<file path="src/fault_status_regs.vh">
// command codes, bit positions and reset values of the fault status registers
`ifndef FAULT_STATUS_REGS_VH
`define FAULT_STATUS_REGS_VH

// command codes on the management port
`define CMD_FAULT_SUMMARY_WORD 8'h79
`define CMD_OUTPUT_VOLTAGE_FLAGS 8'h7A

// special values written to the summary word
`define WORD_CLEAR_BUSY 16'h0080
`define WORD_CLEAR_BUSY_UNKNOWN 16'h0180

// summary word bit positions
`define SUM_OUTPUT_VOLTAGE_BIT 15
`define SUM_OUTPUT_CURRENT_BIT 14
`define SUM_INPUT_BIT 13
`define SUM_MAKER_DEFINED_BIT 12
`define SUM_POWER_GOOD_BIT 11
`define SUM_RSVD_HI_BIT 10
`define SUM_OTHER_BIT 9
`define SUM_RSVD_LO_BIT 8

// summary byte (low byte of the word) bit positions
`define BYTE_BUSY_BIT 7
`define BYTE_OFF_BIT 6
`define BYTE_OV_BIT 5
`define BYTE_OC_BIT 4
`define BYTE_INPUT_UV_BIT 3
`define BYTE_TEMP_BIT 2
`define BYTE_COMM_BIT 1
`define BYTE_UNKNOWN_BIT 0

// output voltage flag bit positions
`define OVF_OV_FAULT_BIT 7
`define OVF_OV_WARN_BIT 6
`define OVF_UV_WARN_BIT 5
`define OVF_UV_FAULT_BIT 4
`define OVF_LIMIT_BIT 3
`define OVF_TURN_ON_BIT 2

// supported latched flags of the output voltage register, bits 1:0 read zero
`define OVF_SUPPORTED_MASK 8'hFC

// reset values
`define OVF_RESET 8'h00
`define WORD_RESET 16'h0000
`define ZERO_BYTE 8'h00

`endif

</file>
<file path="src/pin_sync.v">
// three-stage pin synchroniser with agreement filter, one lane per bit
module pin_sync #(
   parameter WIDTH = 1
) (
   input wire clock,                  // system clock
   input wire rst_b,                  // synchronous reset, active low
   input wire [WIDTH-1:0] pin_in,     // raw asynchronous pin levels
   output wire [WIDTH-1:0] level_out  // filtered level, from a flip-flop
);

   genvar i;

   // one synchroniser lane for each pin
   generate
      for (i = 0; i < WIDTH; i = i + 1) begin : lane
         reg s1_ff;     // first stage, read only by the second
         reg s2_ff;     // second stage
         reg s3_ff;     // third stage
         reg level_ff;  // accepted level

         // shift the pin through three stages, accept when stages two and three agree
         always @(posedge clock) begin
            if (!rst_b) begin
               s1_ff <= 1'b0;
               s2_ff <= 1'b0;
               s3_ff <= 1'b0;
               level_ff <= 1'b0;
            end else begin
               s1_ff <= pin_in[i];
               s2_ff <= s1_ff;
               s3_ff <= s2_ff;
               if (s2_ff == s3_ff) begin
                  level_ff <= s3_ff;
               end
            end
         end

         assign level_out[i] = level_ff;
      end
   endgenerate

endmodule // pin_sync

</file>
<file path="src/fault_status_summary_regs.v">
// fault summary word and output voltage flag registers behind the management command port
`include "fault_status_regs.vh"

// What this block does
// - summary word read and written at 79h
// - word low byte is the summary byte storage
// - bit 15 flags an output voltage fault
// - bit 14 flags an output current fault
// - bit 13 flags an input fault
// - bit 12 flags a maker-defined fault
// - bit 11 live power-good, one when outside
// - bit 9 flags an other-category fault
// - word bits 10 and 8 read zero
// - writing 0080h clears the busy flag
// - writing 0180h clears busy and unknown flags
// - every alerting bit has its own mask
// - voltage flags at 7Ah, byte access, unphased
// - voltage flags clear by clear-all or one-write
// - bit 7 latches overvoltage fault, extended mask
// - bit 6 latches overvoltage warning
// - bit 5 latches undervoltage warning
// - bit 4 latches undervoltage fault
// - bit 3 latches output limit violation
// - bit 2 latches turn-on timeout
// - voltage flag bits 1:0 read zero
// - summary bits follow detailed flags, except live bits 11 and 6 and the busy and unknown flags
module fault_status_summary_regs (
   input wire clock,                       // system clock, 125 MHz
   input wire rst_b,                       // synchronous reset, active low
   input wire [7:0] cmd_code,              // command code of the current transaction
   input wire wr_stb,                      // one-cycle write strobe
   input wire [15:0] wr_data,              // write data, byte commands use bits 7:0
   input wire rd_stb,                      // one-cycle read strobe
   input wire clear_faults_stb,            // one-cycle clear-all-faults request
   input wire ov_fixed_pin,                // fixed overvoltage detector, async
   input wire ov_tracking_pin,             // tracking overvoltage detector, async
   input wire ov_prebias_pin,              // prebiased overvoltage detector, async
   input wire ov_warn_pin,                 // overvoltage warning detector, async
   input wire uv_warn_pin,                 // undervoltage warning detector, async
   input wire uv_fault_pin,                // undervoltage fault detector, async
   input wire limit_violation_pin,         // commanded voltage outside limits, async
   input wire turn_on_timeout_pin,         // turn-on time exceeded, async
   input wire power_good_live_pin,         // high while output outside regulation, async
   input wire converter_off_pin,           // high while not converting power, async
   input wire busy_evt,                    // one-cycle busy-declared event
   input wire unknown_evt,                 // one-cycle unlisted-fault event
   input wire output_current_summary,      // current detail register has a flag set
   input wire input_summary,               // input detail register has a flag set
   input wire maker_defined_summary,       // maker detail register has a flag set
   input wire other_summary,               // other detail register has a flag set
   input wire overcurrent_summary,         // output overcurrent fault latched elsewhere
   input wire input_uv_summary,            // input undervoltage fault latched elsewhere
   input wire temp_summary,                // temperature flag latched elsewhere
   input wire comm_summary,                // communication flag latched elsewhere
   input wire [7:0] voltage_alert_mask,    // alert mask per output voltage flag
   input wire [2:0] extended_alert_mask,   // separate masks for fixed, tracking, prebias
   input wire [1:0] byte_alert_mask,       // alert mask: bit 1 busy, bit 0 unknown
   output reg [15:0] rd_data_ff,           // read data, valid with rd_valid_ff
   output reg rd_valid_ff,                 // one-cycle read answer
   output reg cmd_unsupported_ff,          // one-cycle pulse on an unmapped command
   output reg alert_req_ff,                // level: an unmasked alerting flag is set
   output reg [15:0] fault_summary_word_ff // live copy of the summary word
);

   // set wins over clear for every latched flag
   function [7:0] flag_next;
      input [7:0] cur;    // current flag bits
      input [7:0] setv;   // bits being set this cycle
      input [7:0] clrv;   // bits being cleared this cycle
      begin
         flag_next = (cur & ~clrv) | setv;
      end
   endfunction

   // command decode, used by read and write paths
   function is_cmd;
      input [7:0] code;    // command on the port
      input [7:0] target;  // command to match
      begin
         is_cmd = (code == target);
      end
   endfunction

   wire [9:0] pin_level;          // synchronised pin levels
   wire ov_fixed_s;               // fixed overvoltage, synchronised
   wire ov_tracking_s;            // tracking overvoltage, synchronised
   wire ov_prebias_s;             // prebiased overvoltage, synchronised
   wire ov_warn_s;                // overvoltage warning, synchronised
   wire uv_warn_s;                // undervoltage warning, synchronised
   wire uv_fault_s;               // undervoltage fault, synchronised
   wire limit_s;                  // limit violation, synchronised
   wire turn_on_s;                // turn-on timeout, synchronised
   wire power_good_s;             // live power-good, synchronised
   wire converter_off_s;          // live off state, synchronised

   reg [7:0] output_voltage_flags_ff;  // latched output voltage flags
   reg [7:0] nxt_output_voltage_flags; // next output voltage flags
   reg [2:0] ov_kind_ff;               // which overvoltage kinds caused bit 7
   reg [2:0] nxt_ov_kind;              // next overvoltage kinds
   reg busy_ff;                        // busy-declared flag
   reg nxt_busy;                       // next busy flag
   reg unknown_ff;                     // unlisted-fault flag
   reg nxt_unknown;                    // next unlisted-fault flag

   reg [7:0] voltage_set;         // voltage flag set terms
   reg [7:0] voltage_clr;         // voltage flag clear terms
   reg [2:0] kind_set;            // overvoltage kind set terms
   reg [7:0] summary_byte;        // assembled summary byte
   reg [15:0] summary_word;       // assembled summary word
   reg alert_now;                 // combined alert request
   reg write_voltage;             // byte write to the voltage flags
   reg write_word;                // word write to the summary word

   // bring every detector pin into the clock domain
   pin_sync #(
      .WIDTH(10)
   ) u_pin_sync (
      .clock(clock),
      .rst_b(rst_b),
      .pin_in({converter_off_pin, power_good_live_pin, turn_on_timeout_pin,
               limit_violation_pin, uv_fault_pin, uv_warn_pin, ov_warn_pin,
               ov_prebias_pin, ov_tracking_pin, ov_fixed_pin}),
      .level_out(pin_level)
   );

   // name the synchronised lanes
   assign ov_fixed_s = pin_level[0];
   assign ov_tracking_s = pin_level[1];
   assign ov_prebias_s = pin_level[2];
   assign ov_warn_s = pin_level[3];
   assign uv_warn_s = pin_level[4];
   assign uv_fault_s = pin_level[5];
   assign limit_s = pin_level[6];
   assign turn_on_s = pin_level[7];
   assign power_good_s = pin_level[8];
   assign converter_off_s = pin_level[9];

   // decode writes from the command port
   always @* begin
      write_voltage = wr_stb && is_cmd(cmd_code, `CMD_OUTPUT_VOLTAGE_FLAGS);
      write_word = wr_stb && is_cmd(cmd_code, `CMD_FAULT_SUMMARY_WORD);
   end

   // set and clear terms of the output voltage flags
   always @* begin
      voltage_set = `ZERO_BYTE;
      voltage_clr = `ZERO_BYTE;
      kind_set = {ov_prebias_s, ov_tracking_s, ov_fixed_s};
      // any overvoltage kind latches the fault flag
      voltage_set[`OVF_OV_FAULT_BIT] = |kind_set;
      voltage_set[`OVF_OV_WARN_BIT] = ov_warn_s;
      voltage_set[`OVF_UV_WARN_BIT] = uv_warn_s;
      voltage_set[`OVF_UV_FAULT_BIT] = uv_fault_s;
      voltage_set[`OVF_LIMIT_BIT] = limit_s;
      voltage_set[`OVF_TURN_ON_BIT] = turn_on_s;
      if (clear_faults_stb) begin
         // clear-all drops every supported flag
         voltage_clr = `OVF_SUPPORTED_MASK;
      end else if (write_voltage) begin
         // write one clears, write zero leaves the flag alone
         voltage_clr = wr_data[7:0] & `OVF_SUPPORTED_MASK;
      end
   end

   // next state of all latched flags
   always @* begin
      // unsupported bits 1:0 never hold a one
      nxt_output_voltage_flags = flag_next(output_voltage_flags_ff, voltage_set, voltage_clr)
                                 & `OVF_SUPPORTED_MASK;
      // kinds are remembered while the fault flag stands
      if (voltage_clr[`OVF_OV_FAULT_BIT]) begin
         nxt_ov_kind = kind_set;
      end else begin
         nxt_ov_kind = ov_kind_ff | kind_set;
      end
      nxt_busy = busy_ff;
      nxt_unknown = unknown_ff;
      if (write_word && (wr_data == `WORD_CLEAR_BUSY)) begin
         nxt_busy = 1'b0;
      end else if (write_word && (wr_data == `WORD_CLEAR_BUSY_UNKNOWN)) begin
         nxt_busy = 1'b0;
         nxt_unknown = 1'b0;
      end else if (clear_faults_stb) begin
         // clear-all also drops the busy and unknown flags of the summary byte, except with a 0080h word write in the same cycle, which clears busy alone
         nxt_busy = 1'b0;
         nxt_unknown = 1'b0;
      end
      // a new event wins over any clear in the same cycle
      if (busy_evt) begin
         nxt_busy = 1'b1;
      end
      if (unknown_evt) begin
         nxt_unknown = 1'b1;
      end
   end

   // assemble the summary byte and word from detailed state
   always @* begin
      summary_byte = `ZERO_BYTE;
      summary_byte[`BYTE_BUSY_BIT] = busy_ff;
      summary_byte[`BYTE_OFF_BIT] = converter_off_s;
      // overvoltage summary follows the detailed fault flag
      summary_byte[`BYTE_OV_BIT] = output_voltage_flags_ff[`OVF_OV_FAULT_BIT];
      summary_byte[`BYTE_OC_BIT] = overcurrent_summary;
      summary_byte[`BYTE_INPUT_UV_BIT] = input_uv_summary;
      summary_byte[`BYTE_TEMP_BIT] = temp_summary;
      summary_byte[`BYTE_COMM_BIT] = comm_summary;
      summary_byte[`BYTE_UNKNOWN_BIT] = unknown_ff;
      summary_word = `WORD_RESET;
      // low byte is the very same storage as the summary byte
      summary_word[7:0] = summary_byte;
      summary_word[`SUM_OUTPUT_VOLTAGE_BIT] = |output_voltage_flags_ff;
      summary_word[`SUM_OUTPUT_CURRENT_BIT] = output_current_summary;
      summary_word[`SUM_INPUT_BIT] = input_summary;
      summary_word[`SUM_MAKER_DEFINED_BIT] = maker_defined_summary;
      summary_word[`SUM_POWER_GOOD_BIT] = power_good_s;
      summary_word[`SUM_OTHER_BIT] = other_summary;
      summary_word[`SUM_RSVD_HI_BIT] = 1'b0;
      summary_word[`SUM_RSVD_LO_BIT] = 1'b0;
   end

   // combine unmasked alerting flags into one request
   always @* begin
      alert_now = 1'b0;
      // bit 7 alerts only for an overvoltage kind not masked by the extended mask
      if (output_voltage_flags_ff[`OVF_OV_FAULT_BIT] && !voltage_alert_mask[`OVF_OV_FAULT_BIT]
          && |(ov_kind_ff & ~extended_alert_mask)) begin
         alert_now = 1'b1;
      end
      // the remaining voltage flags each have their own mask bit
      if (|(output_voltage_flags_ff & ~voltage_alert_mask & 8'h7C)) begin
         alert_now = 1'b1;
      end
      if (busy_ff && !byte_alert_mask[1]) begin
         alert_now = 1'b1;
      end
      if (unknown_ff && !byte_alert_mask[0]) begin
         alert_now = 1'b1;
      end
   end

   // latched flag storage
   always @(posedge clock) begin
      if (!rst_b) begin
         // every latched flag starts clear
         output_voltage_flags_ff <= `OVF_RESET;
         ov_kind_ff <= 3'h0;
         busy_ff <= 1'b0;
         unknown_ff <= 1'b0;
      end else begin
         output_voltage_flags_ff <= nxt_output_voltage_flags;
         ov_kind_ff <= nxt_ov_kind;
         busy_ff <= nxt_busy;
         unknown_ff <= nxt_unknown;
      end
   end

   // command port answers and registered status outputs
   always @(posedge clock) begin
      if (!rst_b) begin
         rd_data_ff <= `WORD_RESET;
         rd_valid_ff <= 1'b0;
         cmd_unsupported_ff <= 1'b0;
         alert_req_ff <= 1'b0;
         fault_summary_word_ff <= `WORD_RESET;
      end else begin
         rd_valid_ff <= 1'b0;
         cmd_unsupported_ff <= 1'b0;
         alert_req_ff <= alert_now;
         fault_summary_word_ff <= summary_word;
         if (wr_stb) begin
            // writes to read-only summary bits change nothing
            if (!write_word && !write_voltage) begin
               cmd_unsupported_ff <= 1'b1;
            end
         end else if (rd_stb) begin
            if (is_cmd(cmd_code, `CMD_FAULT_SUMMARY_WORD)) begin
               // word read returns the whole summary
               rd_data_ff <= summary_word;
               rd_valid_ff <= 1'b1;
            end else if (is_cmd(cmd_code, `CMD_OUTPUT_VOLTAGE_FLAGS)) begin
               // byte read, upper byte zero
               rd_data_ff <= {`ZERO_BYTE, output_voltage_flags_ff};
               rd_valid_ff <= 1'b1;
            end else begin
               // unmapped command: answer zero and flag it
               rd_data_ff <= `WORD_RESET;
               cmd_unsupported_ff <= 1'b1;
            end
         end
      end
   end

endmodule // fault_status_summary_regs

</file>
<file path="config.mk">
export PLATFORM = sky130hd
export DESIGN_NAME = fault_status_summary_regs
export DESIGN_NICKNAME = d
export VERILOG_FILES = /design/src/pin_sync.v /design/src/fault_status_summary_regs.v
export VERILOG_INCLUDE_DIRS = /design/src
export SDC_FILE = /design/constraint.sdc
export NUM_CORES = 1
export LEC_CHECK = 0
export BUFFER_PORTS_ARGS = -buffer_cell sky130_fd_sc_hd__clkbuf_2
export CAP_MARGIN = 25
export CORE_MARGIN = 3
export CORE_UTILIZATION = 40
export CTS_CLUSTER_DIAMETER = 60
export DETAILED_ROUTE_END_ITERATION = 8
export GPL_TIMING_DRIVEN = 0
export PLACE_DENSITY = 0.62
export SLEW_MARGIN = 15
export SYNTH_ARGS = -nofsm -noshare
export SYNTH_HDL_FRONTEND = slang
export SYNTH_SLANG_ARGS = --single-unit
</file>
<file path="constraint.sdc">
create_clock -name clock -period 3.7 [get_ports clock]
set_input_delay 0.74 -clock clock [delete_from_list [all_inputs] [get_ports clock]]
set_output_delay 0.74 -clock clock [all_outputs]
set_load 0.01 [all_outputs]
</file>
; Word level (Yosys, flattened, before mapping)
; Cells that the tools add are included.
[op_classes]
n_reduce_logical = 23
n_mux = 22
eq_ne = 15
bitwise = 11
[op_table]
columns = operator, count
row1 = $mux 8, 3
row2 = $mux 1, 17
row3 = $eq 16x8->1 const B, 1
row4 = $eq 16x9->1 const B, 1
row5 = $eq 8x7->1 const B, 2
row6 = $mux 16, 1
row7 = $eq 1x1->1, 10
row8 = $logic_and 1x1->1, 9
row9 = $reduce_or 3->1, 3
row10 = $and 8x8->8, 1
row11 = $not 8->8, 1
row12 = $or 8x8->8, 1
row13 = $reduce_or 8->1, 1
row14 = $and 7x7->7, 1
row15 = $not 7->7, 1
row16 = $logic_not 1->1, 5
row17 = $reduce_or 5->1, 1
row18 = $reduce_and 2->1, 2
row19 = $reduce_bool 4->1, 1
row20 = $and 3x3->3, 1
row21 = $mux 3, 1
row22 = $not 1->1, 3
row23 = $not 3->3, 1
row24 = $or 3x3->3, 1
row25 = other kinds (2), 2
[word_totals]
word_cells = 122
regBits = 88
output_inout_bits = 35

; Depth between registers and ports, before layout
[logic_depth]
word_depth = 8
depth_mapped = 5

; Hierarchy
; A second synthesis with hierarchy kept.
[hier_totals]
cells_unflattened = 276
area_unflattened_um2 = 2915.3
[modules_own_cells]
columns = mod, seq_area_each_um2, cells_each, area_each_um2, instances
row1 = fault_status_summary_regs, 840.8, 162, 1629.1, 1
row2 = pin_sync, 800.8, 114, 1286.2, 1

; Worst setup path after synthesis
; Ideal clock, no wire load.
[synth_timing]
path_type = input to register
start = input cmd_code[1]
end = register output_voltage_flags_ff[7], in the netlist flag_next.cur[7]
required_ns = 3.575
arrival_time_ns = 1.754
path_stages = 5
setup_ns = 0.125
path_buffers = 1
setup_slack_ns = 1.821
path_cell_list = nor2b_2 -> buf_6 -> nor4b_4 -> a211oi_1 -> o41a_1
[synth_via]
elab_chain_cells = 7
[synth_lines]
columns = element, line
row1 = "start, declared", fault_status_summary_regs.v:30  ; input wire [7:0] cmd_code,
row2 = $eq 8x7->1, fault_status_summary_regs.v:80  ; is_cmd = (code == target);
row3 = $logic_and 1x1->1, fault_status_summary_regs.v:140  ; write_voltage = wr_stb && is_cmd(cmd_code, `CMD_OUTPUT_VOLTAGE_FLAGS);
row4 = $mux 8, fault_status_summary_regs.v:159  ; end else if (write_voltage) begin
row5 = $mux 8, fault_status_summary_regs.v:156  ; if (clear_faults_stb) begin
row6 = $not 8->8, fault_status_summary_regs.v:71  ; flag_next = (cur & ~clrv) | setv;
row7 = $and 8x8->8, fault_status_summary_regs.v:71
row8 = $or 8x8->8, fault_status_summary_regs.v:71
row9 = "end signal, assigned", fault_status_summary_regs.v:246  ; output_voltage_flags_ff <= `OVF_RESET;
row10 = "end signal, assigned", fault_status_summary_regs.v:251  ; output_voltage_flags_ff <= nxt_output_voltage_flags;
row11 = "end, declared", fault_status_summary_regs.v:96  ; reg [7:0] output_voltage_flags_ff;
; No other way between the ends.
; A chain may end at the register's enable or synchronous reset.

; Worst setup path after layout
; Ends and elaborated chain as after synthesis.

==> flow_summary.ini <==
[clock_network]
clk_pin_slew_worst_paths_ns = 0.08
cts_buffer_depth = 2
post_cts_resize_count = 0
cts_buffers = 9
htreeDepth = 3
cts_sinks = 82
post-cts-setup-buffers = 0
ctsHoldBuffers = 0
cts_tree = yes
clk_latency_ns = 0.35
cts_root_buf = clkbuf_8

[sta]
final-hold-violation-count = 0
fmax_ghz = 0.540
fin_crit_ns = 1.85
rsz0062_at_grt = no
drv_slew = 0
setup_viol = 0
tns_ns = 0
clock_skew_ns = 0.00436
finalCritPeriodShare_pct = 50.0
max_slew_margin_pct = 60.5
worstMarginPinSlew_ns = 0.590

[setup_path]
crit_slowest_cell = nor4b_4
start_kind = primary input
crit_chain = clkbuf_2 -> nor2b_2 -> buf_6 -> nor4b_4 -> a211oi_1 -> o41a_1
r2r_start = flag_next.cur[2]$_SDFF_PN0_
crit_path_end_kind = flip-flop
arrival_ns = 2.09
rrSetupSlack_ns = 2.55
max_stage_delay_ns = 0.50
critPathMaxFanout = 9
path_class = in -> reg
cp.required_ns = 3.94
r2r_cells = 3
reg2reg_to = alert_req_ff$_SDFF_PN0_

[layout]
regArea_sq_um = 1640
fin_util_pct = 53.1
area_growth_pct = 26.3
multi_input_area_sq_um = 1150
nFillCells = 677
fin_nets = 447
drive_above_1_share_pct = 30.3
num_antenna_cells = 0

[hold_path]
hp-start = u_pin_sync.lane[1].s1_ff$_SDFF_PN0_
min_path_type = reg -> reg
min_path_cells = 1
hold_end = u_pin_sync.lane[1].s2_ff$_SDFF_PN0_

[floorplan]
die_area_sq_um = 8360
core_area_sq_um = 6940
fp.dieH_um = 91.4
start_util_pct = 42.1
die_x_um = 91.4
boundaryPins = 97
rows = 30

[grt]
overflow = 0
grt.total_usage_pct = 16.6
antenna_found_initial = 0
grt_pass1_vias = 2252
grt_first_pass_wirelength_um = 10700
grt_max_degree = 14

[yosys]
yosysUniqueCellTypes = 38
synth-seq-cells = 82
yosysSeqAreaShare_pct = 56.2
avgSynthCellArea_sq_um = 10.4
ys_warn_count = 0
netlist_area_sq_um = 2920
synth_cells = 282

[pwr]
p_comb_share_pct = 6.9
net-switching-power_w = 0.000377
swShare_pct = 22.7
power_density_nw_per_um2 = 450
total_leakage_power_nw = 1.57
seq_power_share_pct = 54.9
p_clk_share_pct = 38.2
irDropWorstVdd_mv = 0.222
intPower_w = 0.00128

[place]
gp_congestion = 0.768
portBuffers = 89
hpwl_um = 5010

[run_status]
status = complete, no violations

[drt]
vias_per_cell = 4.74
drtIter0Drc = 75
wl_per_cell_um = 13.9
drc = 0
firstDrtPassIters = 4
final_antenna_net_count = 0
routed_wl_um = 6720
vias = 2300

[flow_run]
drv_cap = 0
[cell usage after synthesis]
cell type / count / area [sq um]
a311o_1: 1 / 10.0
nand2_1: 19 / 71.3
a311oi_1: 1 / 8.76
inv_1: 12 / 45.0
o21ai_0: 11 / 55.1
nor3_1: 2 / 10.0
a21boi_0: 16 / 120
o221ai_1: 1 / 8.76
a22o_1: 6 / 52.6
buf_6: 1 / 11.3
nor2b_2: 1 / 8.76
conb_1: 1 / 3.75
nand2b_1: 4 / 25.0
nand4_1: 1 / 6.26
buf_4: 4 / 30.0
nor4_1: 3 / 18.8
nor4b_1: 1 / 8.76
and3_1: 2 / 12.5
a22oi_1: 8 / 60.1
o21a_1: 9 / 67.6
clkbuf_1: 11 / 41.3
and2b_1: 1 / 7.51
o211a_1: 1 / 10.0
nand2b_4: 1 / 13.8
a211oi_1: 8 / 60.1
o221a_2: 1 / 11.3
o22ai_1: 2 / 12.5
a21oi_1: 1 / 5.00
nand4b_4: 1 / 23.8
nand3_1: 8 / 40.0
buf_2: 2 / 10.0
nor2b_1: 9 / 56.3
o41a_1: 2 / 22.5
dfxtp_1: 82 / 1640
nor2_2: 1 / 6.26
nor4b_4: 2 / 47.6
and2_1: 43 / 269
nor2_1: 2 / 7.51
[flip-flops by register name (all words and copies together), names as in the netlist]
signal	count
flag_next.cur	6
rd_valid_ff	1
u_pin_sync.lane.s1_ff	10
u_pin_sync.lane.level_ff	10
cmd_unsupported_ff	1
unknown_ff	1
busy_ff	1
alert_req_ff	1
ov_kind_ff	3
rd_data_ff	14
u_pin_sync.lane.s2_ff	10
u_pin_sync.lane.s3_ff	10
fault_summary_word_ff	14
[how the worst max path moves through the flow]
stage | start | depth (start not counted) | endpoint | slack (ns)
3_3_place_gp | cmd_code[1] | 6 | flag_next.cur[7]$_SDFF_PN0_ | 1.50
2_1_floorplan | cmd_code[1] | 5 | flag_next.cur[7]$_SDFF_PN0_ | 1.82
5_1_grt | wr_stb | 6 | rd_data_ff[13]$_SDFFE_PN0P_ | 1.76
3_5_place_dp | cmd_code[1] | 6 | flag_next.cur[7]$_SDFF_PN0_ | 1.48
6_report | cmd_code[1] | 6 | flag_next.cur[7]$_SDFF_PN0_ | 1.85
4_1_cts | cmd_code[1] | 6 | flag_next.cur[7]$_SDFF_PN0_ | 1.85
[worst max-delay path: cells and delay by family]
family                 cells  cell delay [ns]
AOI/OAI and AO/OA          2             0.50
buffers and inverters      2             0.21
and+or+nand+nor            2             0.63
[stage by stage]
stage,worst slack [ns],area [sq um],hold slack (ns),std cells,power (W)
3_3_place_gp,1.50,3500,0.414,470,0.00105
4_1_cts,1.85,3690,0.438,485,0.00167
6_report,1.85,3690,0.436,485,0.00166
3_5_place_dp,1.48,3500,0.419,470,0.00105
5_1_grt,1.76,3690,0.449,485,0.00172
2_1_floorplan,1.82,2930,0.412,285,0.000988
[routing by layer]
layer | global-route usage (%) | vias up | wire (um)
li1 | - | 1163 | -
met1 | 21.7 | 1018 | 3100
met2 | 25.6 | 98 | 2910
met3 | 3.89 | 21 | 531
met4 | 8.04 | 0 | 169
met5 | 0 | - | 0
[power groups by stage]
stage	clock [W]	sequential, W	combinational [W]
after floorplan	0	0.000935	0.0000529
after global placement	0	0.000933	0.000115
after detailed placement	0	0.000933	0.000116
after CTS	0.000644	0.000913	0.000117
after global routing	0.000679	0.000915	0.000127
final	0.000635	0.000912	0.000115
[cell families (layout without fill, tap and decap cells)]
group,count (synthesis),in the layout,share of synthesized area (%)
buffers and inverters,30,134,4.71
and+or+nand+nor,101,101,21.7
AOI/OAI and AO/OA,68,68,17.3
other,1,4,0.128
DFF,82,82,56.2
[placed cells by master, fill, tap and decap left out, types with 2 or more instances in the layout]
| master | synthesis | final |
|---|---|---|
| a22oi_1 | 8 | 8 |
| nor4b_4 | 2 | 2 |
| nor2b_1 | 9 | 9 |
| and2_1 | 43 | 43 |
| clkinvlp_4 | 0 | 2 |
| nand2_1 | 19 | 19 |
| buf_4 | 4 | 4 |
| inv_1 | 12 | 12 |
| clkinv_2 | 0 | 2 |
| o41a_1 | 2 | 2 |
| dfxtp_1 | 82 | 82 |
| clkbuf_8 | 0 | 10 |
| conb_1 | 1 | 4 |
| nor3_1 | 2 | 2 |
| o22ai_1 | 2 | 2 |
| a211oi_1 | 8 | 8 |
| nor2_1 | 2 | 2 |
| a21boi_0 | 16 | 16 |
| o21a_1 | 9 | 9 |
| and3_1 | 2 | 2 |
| nand2b_1 | 4 | 4 |
| clkbuf_2 | 0 | 89 |
| o21ai_0 | 11 | 11 |
| nand3_1 | 8 | 8 |
| nor4_1 | 3 | 3 |
| buf_2 | 2 | 2 |
| clkbuf_1 | 11 | 11 |
| a22o_1 | 6 | 6 |
[layout make-up]
type,count,share of cell area [%]
sequential,82,44.5
multi-input combinational,173,31.2
timing repair buffer,89,12.1
clock buffer,10,3.73
tap,96,3.26
buffer,18,2.51
clock inverter,5,1.49
inverter,12,1.22
(Power assumes the default switching activity.)
